[config.mk]
export PLATFORM = sky130hd
export DESIGN_NAME = watchdog_timed_config
export DESIGN_NICKNAME = d
export VERILOG_FILES = /design/src/core/watchdog_pkg.sv /design/src/core/watchdog_timed_config.sv
export SDC_FILE = /design/constraint.sdc
export NUM_CORES = 1
export LEC_CHECK = 0
export BUFFER_PORTS_ARGS = -buffer_cell sky130_fd_sc_hd__buf_2
export CELL_PAD_IN_SITES_DETAIL_PLACEMENT = 1
export CELL_PAD_IN_SITES_GLOBAL_PLACEMENT = 2
export CORE_MARGIN = 2
export CORE_UTILIZATION = 36
export CTS_CLUSTER_SIZE = 16
export DETAILED_ROUTE_END_ITERATION = 8
export GPL_TIMING_DRIVEN = 0
export PLACE_DENSITY = 0.95
export SYNTH_ARGS = -nofsm -noshare
export SYNTH_HDL_FRONTEND = slang
export SYNTH_SLANG_ARGS = --single-unit
[constraint.sdc]
create_clock -name sys_clk -period 5.3 [get_ports sys_clk]
set_input_delay 0 -clock sys_clk [delete_from_list [all_inputs] [get_ports sys_clk]]
set_output_delay 0 -clock sys_clk [all_outputs]
set_load 0.01 [all_outputs]
[src/core/watchdog_pkg.sv]
// constants and types shared by the watchdog control block
package watchdog_pkg;

  // ---------------------------------------------------------------
  // register map
  // ---------------------------------------------------------------
  localparam int           ADDR_W          = 4;
  localparam logic [3:0]   CTRL_OFFSET     = 4'h0;
  localparam logic [7:0]   CTRL_RESET      = 8'h00;

  // ---------------------------------------------------------------
  // field layout of watchdog_control
  // ---------------------------------------------------------------
  localparam int           UNLOCK_BIT      = 4;
  localparam int           RUN_BIT         = 3;
  localparam int           SEL_LSB         = 0;
  localparam int           SEL_W           = 3;
  localparam logic [2:0]   SEL_RESET       = 3'h0;
  localparam logic [2:0]   RSVD_VALUE      = 3'h0;

  // ---------------------------------------------------------------
  // timing
  // ---------------------------------------------------------------
  // change window length in system clock cycles
  localparam int           UNLOCK_CYCLES   = 4;
  localparam logic [1:0]   UNLOCK_LAST     = 2'(UNLOCK_CYCLES - 1);
  // shortest timeout in watchdog oscillator cycles (code 000)
  localparam int           BASE_TIMEOUT    = 16384;
  // counter width covering the longest timeout (code 111)
  localparam int           CNT_W           = 22;

  // ---------------------------------------------------------------
  // safety levels, one-hot
  // ---------------------------------------------------------------
  typedef enum logic [2:0] {
    LEVEL0 = 3'b001,
    LEVEL1 = 3'b010,
    LEVEL2 = 3'b100
  } level_t;

endpackage

[src/core/watchdog_timed_config.sv]
// watchdog control register, timed change sequence and timeout counter
`timescale 1ns/1ns
`default_nettype none

// Summary of operation
// - control bits 7..5 always read zero; writes to them do nothing.
// - change-unlock bit written one together with run bit one clears itself after four clock cycles.
// - writing run bit one starts watchdog; accepted zero write stops it.
// - zero written to run bit is ignored unless unlock bit is set.
// - at level 2 no sequence can stop the watchdog.
// - timeout is 16K oscillator cycles at code 0, doubling up to 2048K.
// - level 0 starts stopped, enables freely, timeout changes anytime.
// - level 1 starts stopped, enables freely, timed sequence for changes.
// - level 2 watchdog always runs; run bit reads back one.
// - level 2 timeout change uses timed sequence; run value ignored.
// - two fuses pick the level; always-on fuse means level 2, running.
// - kick, disable and chip reset clear the timeout counter.
// - expiry without kick gives a one-cycle reset pulse.
module watchdog_timed_config #(
  parameter int BASE_CYCLES = watchdog_pkg::BASE_TIMEOUT
) (
  // clock and reset
  input  wire logic                            sys_clk,
  input  wire logic                            sys_rst,
  // register port
  input  wire logic [watchdog_pkg::ADDR_W-1:0] regAddr,
  input  wire logic [7:0]                      regWdata,
  input  wire logic                            regWr,
  input  wire logic                            regRd,
  output logic      [7:0]                      regRdataQ,
  // fuses, high means programmed
  input  wire logic                            alwaysOnFuse,
  input  wire logic                            legacyCompatFuse,
  // watchdog oscillator and kick instruction
  input  wire logic                            dogOsc,
  input  wire logic                            kickInstruction,
  // status and reset request
  output logic                                 dogRunQ,
  output logic                                 dogResetQ
);

  // ---------------------------------------------------------------
  // safety level decode
  // ---------------------------------------------------------------
  watchdog_pkg::level_t level;

  // fuses are static, so a plain decode is enough
  always_comb begin
    if (alwaysOnFuse) begin
      level = watchdog_pkg::LEVEL2;
    end else if (legacyCompatFuse) begin
      level = watchdog_pkg::LEVEL0;
    end else begin
      level = watchdog_pkg::LEVEL1;
    end
  end

  // ---------------------------------------------------------------
  // write decode
  // ---------------------------------------------------------------
  logic                           ctrlWr;
  logic                           wrUnlock;
  logic                           wrRun;
  logic [watchdog_pkg::SEL_W-1:0] wrSel;
  logic                           openWr;
  logic                           closeWr;
  logic                           unlockQ;
  logic [1:0]                     unlockCntQ;
  logic [watchdog_pkg::SEL_W-1:0] selQ;

  // upper bits of the write are never looked at
  assign ctrlWr   = regWr && (regAddr == watchdog_pkg::CTRL_OFFSET);
  assign wrUnlock = regWdata[watchdog_pkg::UNLOCK_BIT];
  assign wrRun    = regWdata[watchdog_pkg::RUN_BIT];
  assign wrSel    = regWdata[watchdog_pkg::SEL_LSB +: watchdog_pkg::SEL_W];
  // opening needs both bits, so unlock alone cannot arm the window
  assign openWr   = ctrlWr && wrUnlock && wrRun;
  // completion only counts while the window is open
  assign closeWr  = ctrlWr && !wrUnlock && unlockQ;

  // ---------------------------------------------------------------
  // change window
  // ---------------------------------------------------------------
  // a fresh opening restarts the four-cycle window
  always_ff @(posedge sys_clk) begin
    if (sys_rst) begin
      unlockQ    <= 1'b0;
      unlockCntQ <= 2'h0;
    end else if (openWr) begin
      unlockQ    <= 1'b1;
      unlockCntQ <= 2'h0;
    end else if (closeWr) begin
      unlockQ    <= 1'b0;
      unlockCntQ <= 2'h0;
    end else if (unlockQ) begin
      if (unlockCntQ == watchdog_pkg::UNLOCK_LAST) begin
        unlockQ    <= 1'b0;
        unlockCntQ <= 2'h0;
      end else begin
        unlockCntQ <= unlockCntQ + 2'h1;
      end
    end
  end

  // ---------------------------------------------------------------
  // run bit
  // ---------------------------------------------------------------
  // chip reset reloads the start state from the always-on fuse
  always_ff @(posedge sys_clk) begin
    if (sys_rst) begin
      dogRunQ <= alwaysOnFuse;
    end else begin
      case (level)
        watchdog_pkg::LEVEL2: begin
          dogRunQ <= 1'b1;
        end
        watchdog_pkg::LEVEL0, watchdog_pkg::LEVEL1: begin
          if (ctrlWr && wrRun) begin
            dogRunQ <= 1'b1;
          end else if (closeWr) begin
            dogRunQ <= wrRun;
          end
        end
        default: begin
          dogRunQ <= 1'b1;
        end
      endcase
    end
  end

  // ---------------------------------------------------------------
  // timeout select
  // ---------------------------------------------------------------
  // at levels 1 and 2 only a completing write may move the select
  always_ff @(posedge sys_clk) begin
    if (sys_rst) begin
      selQ <= watchdog_pkg::SEL_RESET;
    end else begin
      case (level)
        watchdog_pkg::LEVEL0: begin
          if (ctrlWr) begin
            selQ <= wrSel;
          end
        end
        watchdog_pkg::LEVEL1, watchdog_pkg::LEVEL2: begin
          if (closeWr) begin
            selQ <= wrSel;
          end
        end
        default: begin
          selQ <= selQ;
        end
      endcase
    end
  end

  // ---------------------------------------------------------------
  // read port
  // ---------------------------------------------------------------
  logic [7:0] ctrlView;

  assign ctrlView = {watchdog_pkg::RSVD_VALUE, unlockQ, dogRunQ, selQ};

  // data stand one cycle only; unmapped or idle reads give zero
  always_ff @(posedge sys_clk) begin
    if (sys_rst) begin
      regRdataQ <= watchdog_pkg::CTRL_RESET;
    end else if (regRd && (regAddr == watchdog_pkg::CTRL_OFFSET)) begin
      regRdataQ <= ctrlView;
    end else begin
      regRdataQ <= 8'h00;
    end
  end

  // ---------------------------------------------------------------
  // oscillator synchroniser
  // ---------------------------------------------------------------
  logic oscMetaQ;
  logic oscSyncQ;
  logic oscPrevQ;
  logic oscTick;

  // first stage feeds only the second; edges found after that
  always_ff @(posedge sys_clk) begin
    if (sys_rst) begin
      oscMetaQ <= 1'b0;
      oscSyncQ <= 1'b0;
      oscPrevQ <= 1'b0;
    end else begin
      oscMetaQ <= dogOsc;
      oscSyncQ <= oscMetaQ;
      oscPrevQ <= oscSyncQ;
    end
  end

  assign oscTick = oscSyncQ && !oscPrevQ;

  // ---------------------------------------------------------------
  // timeout counter
  // ---------------------------------------------------------------
  logic [watchdog_pkg::CNT_W-1:0] cntQ;
  logic [watchdog_pkg::CNT_W-1:0] limit;
  logic                           expire;

  // the oscillator must run well below half of sys_clk to be seen
  assign limit  = watchdog_pkg::CNT_W'(BASE_CYCLES) << selQ;
  // a select shortened below the running count fires on the next tick instead of waiting for a wrap
  assign expire = dogRunQ && oscTick && (cntQ >= limit - 1'b1);

  // kick has priority over a tick landing in the same cycle
  always_ff @(posedge sys_clk) begin
    if (sys_rst || !dogRunQ || kickInstruction) begin
      cntQ <= '0;
    end else if (expire) begin
      cntQ <= '0;
    end else if (oscTick) begin
      cntQ <= cntQ + 1'b1;
    end
  end

  // ---------------------------------------------------------------
  // reset request
  // ---------------------------------------------------------------
  // one cycle pulse; the reset generator outside restarts the core
  always_ff @(posedge sys_clk) begin
    if (sys_rst) begin
      dogResetQ <= 1'b0;
    end else begin
      dogResetQ <= expire && !kickInstruction;
    end
  end
endmodule

`default_nettype wire

# Yosys cells after proc, flatten, opt, wreduce, memory -nomap -nowiden
# Cells that the tools add are included.
word_totals:
  regBits: 41
  input_bits: 20
  output_inout_bits: 10
  wordCells: 63
op_classes:
  addsub: 3
  n_lt_le_gt_ge: 1
  eq_ne: 7
  shifts: 1
  n_mux: 14
  bitwise_logic: 1
  reduce_logical: 25
ops:
  columns: ["op", "count"]
  rows:
  - ["$add 22x1->22 const B", 1]
  - ["$ge 22x22->1", 1]
  - ["$shl 15x3->22 const A", 1]
  - ["$sub 22x1->22 const B", 1]
  - ["$logic_and 1x1->1", 11]
  - ["$mux 3", 3]
  - ["$mux 1", 8]
  - ["$reduce_or 2->1", 4]
  - ["$pmux 3 s2", 1]
  - ["$logic_not 1->1", 4]
  - ["$logic_not 4->1", 1]
  - ["$mux 2", 2]
  - ["$ne 2x2->1 const B", 2]
  - ["$ne 4x4->1 const B", 1]
  - ["$eq 3x1->1 const B", 1]
  - ["$eq 3x2->1 const B", 1]
  - ["$eq 3x3->1 const B", 1]
  - ["$reduce_and 3->1", 1]
  - ["$reduce_or 3->1", 1]
  - ["$add 2x1->2 const B", 1]
  - ["$eq 2x2->1 const B", 1]
  - ["$logic_or 1x1->1", 2]
  - ["$reduce_bool 2->1", 1]
  - ["$not 1->1", 1]

# Logic depth before layout (Yosys ltp)
# Gate-level depths: netlist of run 1.
logic_depth:
  word_depth: 8
  depth_mapped: 8
  ltp_nobuf: 6

# Worst setup path before layout of run 1
# Ideal clock, no wire load.
synth_timing:
  kind: "reg2reg"
  start: "register cntQ[0] in the netlist's numbering"
  end: "register cntQ[20] in the netlist's numbering"
  setup_ns: 0.086
  arrival_ns: 1.899
  t_required_ns: 5.214
  path_slack_ns: 3.315
  stages_incl_launch_ff: 7
  path_buffers: 1
  period_less_slack_ns: 1.985
  path_cell_list: "dfxtp_1 -> ha_1 -> nand3_2 -> or4b_1 -> buf_2 -> or4_1 -> a211oi_1"
synth_between:
  elab_chain_cells: 3
  word_cells_on_any_way: 4
  classes_between: "add/sub: 1; order compare: 1; reduce/logical: 2"
synth_lines:
  columns: ["element", "line", "text"]
  rows:
  - ["from (decl)", "watchdog_timed_config.sv:201", "logic [watchdog_pkg::CNT_W-1:0] cntQ;"]
  - ["from (signal assigned)", "watchdog_timed_config.sv:217", "cntQ <= cntQ + 1'b1;"]
  - ["$ge 22x22->1", "watchdog_timed_config.sv:208", "assign expire = dogRunQ && oscTick && (cntQ >= limit - 1'b1);"]
  - ["$logic_and 1x1->1", "watchdog_timed_config.sv:208", null]
  - ["$reduce_or 2->1 (no source line)", null, null]
# Several ways; a longest one is shown, not always the timed one.
# A chain may end at the register's enable or synchronous reset.

# Final worst setup path of run 1
layout_timing:
  start: "register selQ[2] in the netlist's numbering"
  end: "register cntQ[7] in the netlist's numbering"
layout_between:
  elab_chain_cells: 5
layout_lines:
  columns: ["element", "line", "text"]
  rows:
  - ["from (decl)", "watchdog_timed_config.sv:69", "logic [watchdog_pkg::SEL_W-1:0] selQ;"]
  - ["from (signal assigned)", "watchdog_timed_config.sv:137", "selQ <= watchdog_pkg::SEL_RESET;"]
  - ["from (signal assigned)", "watchdog_timed_config.sv:142", "selQ <= wrSel;"]
  - ["from (signal assigned)", "watchdog_timed_config.sv:147", "selQ <= wrSel;"]
  - ["$shl 15x3->22", "watchdog_timed_config.sv:206", "assign limit = watchdog_pkg::CNT_W'(BASE_CYCLES) << selQ;"]
  - ["$sub 22x1->22", "watchdog_timed_config.sv:208", null]
  - ["$ge 22x22->1", "watchdog_timed_config.sv:208", null]
  - ["$logic_and 1x1->1", "watchdog_timed_config.sv:208", null]
  - ["$reduce_or 2->1 (no source line)", null, null]
# No other way between the ends.

==> results by group, run 1 <==
Synth
  • Yosys top cell by area: dfxtp_1
  • FF+latch count, synth: 38
  • Post-Synthesis Cells: 212
  • Leading post-synthesis cells by cell area: dfxtp_1 (39%), ha_1 (6.7%), nor3_1 (4.5%), xnor2_1 (4.2%), a211oi_1 (3.6%)
  • Post-synthesis sequential area ratio: 41.0%
  • Synthesized area per cell: 8.86 µm²
  • Post-synth top area share: 39.4%
  • Netlist Area Pre-Place: 1880 µm²
  • Post-synth cell types: 38
  • Ys Warns: 0

Critical path
  • Crit path buf inv count: 2
  • Reg2reg start: selQ[2]
  • CP required: 5460 ps
  • CP Data Arrival Time: 2580 ps
  • Critical Path Max Stage Delay: 430 ps
  • Critical Path Start Type: flop
  • CP Capture Type: flop
  • CP startpoint: selQ[2]
  • Slowest CP cell: clkbuf_1
  • Cell family with most CP delay: buffers and inverters
  • Critical path type: flop to flop
  • Worst-path fanout max: 10
  • Cell Chain, Critical Path: clkbuf_1 -> nand3_1 -> ha_1 -> nand2_1 -> nor3_1 -> a221o_1 -> clkbuf_1 -> nor3_1

Pwr
  • Static Leakage: 0.805 nW
  • Peak supply drop: 0.000109 V
  • Power per cell area: 230 nW/µm²
  • Overall power: 0.506 mW

Placement
  • DP Area: 2080 µm²
  • Routability cong.: 0.726
  • DP HPWL: 3330 µm
  • IO buf count: 22

Die
  • Die area: 5810 µm²
  • Initial Utilization: 37.0%
  • Die Height: 76.3 µm
  • Chip width: 76.3 µm
  • # rows: 26
  • Ports: 30
  • Total core area: 5070 µm²

Timing
  • Max-slew violations: 0
  • Hold Fails Final Rpt: 0
  • Setup TNS: 0 ps
  • Slew margin rel.: 60.1%
  • Final Setup Violations: 0
  • Final min period: 2430 ps
  • Final period util: 45.8%
  • RSZ-0062 raised after global routing: false
  • Fin Hold WS: 19.0 ps
  • Worst-Margin Slew: 593 ps
  • Clock Skew: 10.4 ps
  • Fmax: 412 MHz

Clock tree
  • Worst skew pair latency: 290 ps
  • CTS buffer count: 5
  • Post-CTS setup buffers: 0
  • H-tree level count: 2
  • Clock Sinks: 38
  • CTS tree: done
  • Clock-pin slew on the worst setup and hold paths: 80 ps
  • Root Driver: clkbuf_8
  • Post_cts resized: 0
  • Clock Tree Buf Depth: 2
  • CTS Hold Buffers Added: 4

Final layout
  • Final #Nets: 277
  • P&R area growth vs syn: 17.2%
  • Layout cell share with drive strength beyond 1: 13.8%
  • Post-route cell area: 2200 µm²
  • Area occupied by multi-input gates: 1050 µm²
  • ANT cells: 0
  • Flip-flop and latch area: 771 µm²
  • Fill cells: 633

Outcome
  • Status: finished clean

Global route
  • First-pass GRT wire length: 7760 µm
  • Initial antenna violation count: 0
  • GRT overflow: 0
  • Vias in the first global route: 1747
  • Pin count of the biggest net entering global routing: 12
  • GR Util All Layers: 16.6%

Routing
  • Via Count: 1667
  • Drt pass-1 iters: 4
  • Drt initial violations: 52
  • Final WL: 4390 µm
  • Drc violations: 0
  • WL per Instance: 13.9 µm
  • DR vias/cell: 5.26
  • Antenna viol nets, final: 0

Job
  • Max_cap viols: 0

Worst hold path
  • Min-delay src: regWdata[2]
  • Min-Delay Path Class: input pin to flop
==> area by class of cell <==
| type | count | share of cell area, % |
|---|---|---|
| plain buffers | 10 | 2.27 |
| clock buffers | 5 | 3.12 |
| clock inverters | 2 | 0.454 |
| inverters | 4 | 0.681 |
| multi-input cells | 162 | 47.7 |
| flip-flops and latches | 38 | 35.0 |
| well taps | 70 | 3.98 |
| repair buffers | 26 | 6.81 |
==> report_power, final <==
group	total, mW	switching (mW)	internal, mW
Combinational	0.0271	0.0144	0.0127
Clock	0.188	0.100	0.0883
Sequential	0.290	0.00160	0.289
Total	0.506	0.116	0.390
==> logic make-up after synthesis <==
kind of cell,count (synthesis),synth area share (%)
simple gates,95,28.2
flops,38,41.0
compound gates,36,12.1
buf+inv,14,3.46
xor+xnor,12,5.59
fa+ha+maj,10,6.66
mux,5,2.66
other cells,2,0.400
==> final timing paths <==
check             end  slack [ps]  depth (start not counted)
max           cntQ[7]        2870                          8
min           selQ[2]          20                          3
max reg2reg   cntQ[7]        2870                          8
min reg2reg  oscSyncQ         440                          1
==> per-layer routing <==
| layer | part of all wire [%] | track usage [%] | wire, µm | vias up |
|---|---|---|---|---|
| met2 | 49 | 29.3 | 2170 | 12 |
| met1 | 47 | 19.2 | 2060 | 814 |
| met4 | 1.8 | 7.27 | 81 | 0 |
| li1 | - | - | - | 834 |
| met5 | 0 | 0 | 0 | - |
| met3 | 1.8 | 3.67 | 80 | 7 |
==> worst reg2reg max path, delay by kind of cell, from the launching register on <==
family / cells / cell delay, ps
fa+ha+maj: 1 / 290
flops: 1 / 310
simple gates: 4 / 690
compound gates: 1 / 290
buf+inv: 2 / 710
==> cells in the final DEF (no fill, tap or decap), types with 2 or more instances in the layout <==
cell type	count
a211oi_1	9
a21oi_1	7
and2_1	6
and4_1	4
buf_2	23
buf_4	3
clkbuf_1	6
clkbuf_8	5
clkinv_2	2
conb_1	4
dfxtp_1	37
dlygate4sd3_1	4
ha_1	10
inv_1	4
mux2i_1	5
nand2_1	15
nand3_1	6
nand4_1	7
nor2_1	10
nor2b_1	10
nor3_1	17
nor4_1	5
o21a_1	2
o21ai_0	11
o31ai_1	2
or3_1	7
or4_1	2
xnor2_1	9
xor2_1	3
==> stage by stage <==
step           std cells  setup slack [ps]  utilization (%)
2_1_floorplan        214              3320                -
3_3_place_gp         306              2930             41.1
3_5_place_dp         306              2900             41.1
4_1_cts              317              2870             43.4
5_1_grt              317              2610             43.4
6_report             317              2870             43.4
==> Yosys cell counts <==
cell       n
a211oi_1   9
a21o_1     1
a21oi_1    7
a221o_1    1
a22oi_1    1
a31oi_1    1
and2_1     6
and3_1     1
and4_1     4
and4b_1    1
buf_2      1
buf_4      3
clkbuf_1   6
conb_1     2
dfxtp_1   37
edfxtp_1   1
ha_1      10
inv_1      4
mux2i_1    5
nand2_1   15
nand2b_1   1
nand3_1    6
nand3_2    1
nand4_1    7
nand4b_1   1
nor2_1    10
nor2b_1   10
nor3_1    17
nor4_1     5
o211ai_1   1
o21a_1     2
o21ai_0   11
o31ai_1    2
or3_1      7
or4_1      2
or4b_1     1
xnor2_1    9
xor2_1     3
==> registers in the layout, indices dropped and copies added, names as in the netlist <==
register,cells
oscSyncQ,1
unlockCntQ,2
dogResetQ,1
regRdataQ,5
cntQ,22
oscMetaQ,1
selQ,3
dogRunQ,1
oscPrevQ,1
unlockQ,1
No activity file was read; power rests on OpenSTA's default activity.
==> run 2, diff against run 1 <==
Settings changed: CORE_UTILIZATION 36 to 33, PLACE_DENSITY 0.95 to 0.89.
Clock period 5.3 ns to 2.3 ns, I/O delays scaled along.
==> run 2 against run 1 <==
Against the previous run:
- critical path depth fell by 2
- routed wire length fell by 0.68%
- sequential power rose by 130%
- worst setup slack got worse by 2700 ps
- via count fell by 1.9%
- flip-flop and latch count did not move
- largest power group unchanged
==> results by group, run 2 (same netlist as run 1, synthesis figures left out) <==
Final layout
  • Final #Nets: 278 (was 277)
  • Most common cell after layout, fill and taps aside: dfxtp_1 (unchanged)
  • Layout cell share with drive strength beyond 1: 17.3% (was 13.8%)
  • Post-route cell area: 2270 µm² (was 2200 µm²)
  • P&R area growth vs syn: 20.8% (was 17.2%)
  • Final core occ: 41.2% (was 43.4%)
  • Most frequent cells in the layout: dfxtp_1 (35), buf_2 (23), nor3_1 (16), nand2_1 (15), o21ai_0 (11) (was dfxtp_1 (37), buf_2 (23), nor3_1 (17), nand2_1 (15), o21ai_0 (11))
  • Fill cells: 672 (was 633)
  • Regs by FF count: cntQ x22, regRdataQ x5, selQ x3 (unchanged)
  • Largest reg by FF count: cntQ (unchanged)
  • Max reg flops: 22 (unchanged)
  • ANT cells: 0 (unchanged)

Critical path
  • Worst-path fanout max: 9 (was 10)
  • CP Capture Type: flop (unchanged)
  • Cell Chain, Critical Path: ha_1 -> nand3_2 -> or4b_1 -> buf_2 -> or4_1 -> a211oi_2 (was clkbuf_1 -> nand3_1 -> ha_1 -> nand2_1 -> nor3_1 -> a221o_1 -> clkbuf_1 -> nor3_1)
  • Worst r2r dst: cntQ[20] (was cntQ[7])
  • Critical path type: flop to flop (unchanged)
  • Reg2reg start: cntQ[1] (was selQ[2])
  • Worst-case reg-to-reg path depth: 6 (was 8)
  • Critical Path Max Stage Delay: 520 ps (was 430 ps)
  • R2r setup slk: 130 ps (was 2870 ps)
  • Crit path buf inv count: 1 (was 2)
  • Cell family with most CP delay: simple AND/OR/NAND/NOR gates (was buffers and inverters)
  • CP required: 2510 ps (was 5460 ps)
  • Critical Path Start Type: flop (unchanged)
  • CP Data Arrival Time: 2390 ps (was 2580 ps)
  • Slowest CP cell: or4b_1 (was clkbuf_1)

Die
  • Die Height: 79.5 µm (was 76.3 µm)
  • Total core area: 5510 µm² (was 5070 µm²)
  • # rows: 27 (was 26)
  • Chip width: 79.5 µm (was 76.3 µm)
  • Initial Utilization: 34.1% (was 37.0%)
  • Ports: 30 (unchanged)
  • Die area: 6310 µm² (was 5810 µm²)

Outcome
  • Status: finished clean (unchanged)

Timing
  • Final Setup Violations: 0 (unchanged)
  • Worst-Margin Slew: 592 ps (was 593 ps)
  • Fmax: 460 MHz (was 412 MHz)
  • Clock Skew: 3.17 ps (was 10.4 ps)
  • Hold Fails Final Rpt: 0 (unchanged)
  • Max-slew violations: 0 (unchanged)
  • RSZ-0062 raised after global routing: false (unchanged)
  • Final period util: 94.5% (was 45.8%)
  • Slew margin rel.: 60.1% (about the same)
  • Final min period: 2170 ps (was 2430 ps)

Clock tree
  • Clock Sinks: 38 (unchanged)
  • H-tree level count: 2 (unchanged)
  • CTS tree: done (unchanged)
  • Post-CTS setup buffers: 0 (unchanged)
  • CTS buffer count: 5 (unchanged)
  • Root Driver: clkbuf_8 (unchanged)
  • Worst skew pair latency: 290 ps (about the same)
  • Clock Tree Buf Depth: 2 (unchanged)
  • Clock-pin slew on the worst setup and hold paths: 70 ps (was 80 ps)

Placement
  • IO buf count: 22 (unchanged)
  • DP HPWL: 3180 µm (was 3330 µm)
  • DP Area: 2090 µm² (was 2080 µm²)
  • Routability cong.: 0.735 (was 0.726)

Routing
  • Via Count: 1636 (was 1667)
  • Antenna viol nets, final: 0 (unchanged)
  • Final WL: 4360 µm (was 4390 µm)
  • Drt initial violations: 27 (was 52)
  • DR vias/cell: 5.10 (was 5.26)
  • Drt pass-1 iters: 4 (unchanged)
  • WL per Instance: 13.6 µm (was 13.9 µm)
  • Drc violations: 0 (unchanged)

Pwr
  • Static Leakage: 0.839 nW (was 0.805 nW)
  • Power per cell area: 561 nW/µm² (was 230 nW/µm²)
  • Peak supply drop: 0.000346 V (was 0.000109 V)

Global route
  • GR Util All Layers: 15.5% (was 16.6%)
  • Initial antenna violation count: 0 (unchanged)
  • Vias in the first global route: 1652 (was 1747)
  • First-pass GRT wire length: 7610 µm (was 7760 µm)
  • GRT overflow: 0 (unchanged)
  • Pin count of the biggest net entering global routing: 12 (unchanged)

Worst hold path
  • Worst Hold End: unlockQ (was selQ[2])
  • Hold path cells: 3 (unchanged)
  • Min-delay src: regWdata[4] (was regWdata[2])
  • Min-Delay Path Class: input pin to flop (unchanged)

Job
  • Max_cap viols: 0 (unchanged)
## run 2: cell types whose count changed in the layout (fill, tap and decap cells not counted), sizes merged
cell,change
clkbuf,+2
clkinv,-2
dlygate4sd3,+2
## run 2: per-stage QoR
stage | setup WS (ps) | TNS [ps] | cells | power [mW] | hold WS [ps]
2_1_floorplan | 315 | 0 | 214 | 0.716 | 128
3_3_place_gp | -124 | -2200 | 308 | 0.740 | 211
3_5_place_dp | -172 | -3130 | 308 | 0.741 | 221
4_1_cts | 24.1 | 0 | 322 | 1.29 | 3.22
5_1_grt | 8.41 | 0 | 321 | 1.34 | 4.91
6_report | 125 | 0 | 321 | 1.27 | 12.7
## run 2: power breakdown
part / total, mW / switching, mW / internal [mW]
sequential: 0.669 / 0.00355 / 0.666
clock: 0.539 / 0.237 / 0.303
combinational: 0.0656 / 0.0335 / 0.0321
total: 1.27 / 0.274 / 1.00
## run 2: final cells by class
| class | instances | area [µm²] | area share (%) |
|---|---|---|---|
| inverter | 4 | 15.0 | 0.661 |
| tap | 72 | 90.1 | 3.97 |
| clock buffer | 8 | 110 | 4.85 |
| buffer | 9 | 51.3 | 2.26 |
| timing repair buffer | 28 | 170 | 7.49 |
| sequential | 38 | 773 | 34.0 |
| multi-input combinational | 162 | 1060 | 46.7 |
## run 2: how the worst max path moves through the flow
| stage | startpoint | endpoint | slack [ps] | depth (start not counted) |
|---|---|---|---|---|
| 3_3_place_gp | selQ[2] | cntQ[5] | -120 | 8 |
| 4_1_cts | selQ[2] | cntQ[20] | 20 | 8 |
| 2_1_floorplan | cntQ[0] | cntQ[20] | 320 | 6 |
| 5_1_grt | selQ[1] | cntQ[3] | 8 | 7 |
| 3_5_place_dp | selQ[2] | cntQ[20] | -170 | 8 |
| 6_report | cntQ[1] | cntQ[20] | 130 | 6 |
## run 2: timing repair
action	4_1_cts	5_1_grt
hold endpoints to repair	6	0
setup endpoints to repair	22	22
gates resized for setup	4	4
hold buffers	6	0
pin swaps	0	0
cloned	0	0
## run 2: metal layers
layer | global-route usage (%) | up-vias | share of wire (%)
met3 | 3.39 | 6 | 1.8
met5 | 0 | - | 0
li1 | - | 838 | -
met2 | 26.2 | 10 | 48
met4 | 6.21 | 0 | 1.9
met1 | 19.1 | 782 | 48
## run 2: worst register-to-register path: cells and delay by family (launching register included)
family                     cells  cell delay [ps]
and+or+nand+nor                3             1120
adders and majority gates      1              200
buffers and inverters          1              190
AOI/OAI and AO/OA              1              230
DFF                            1              370
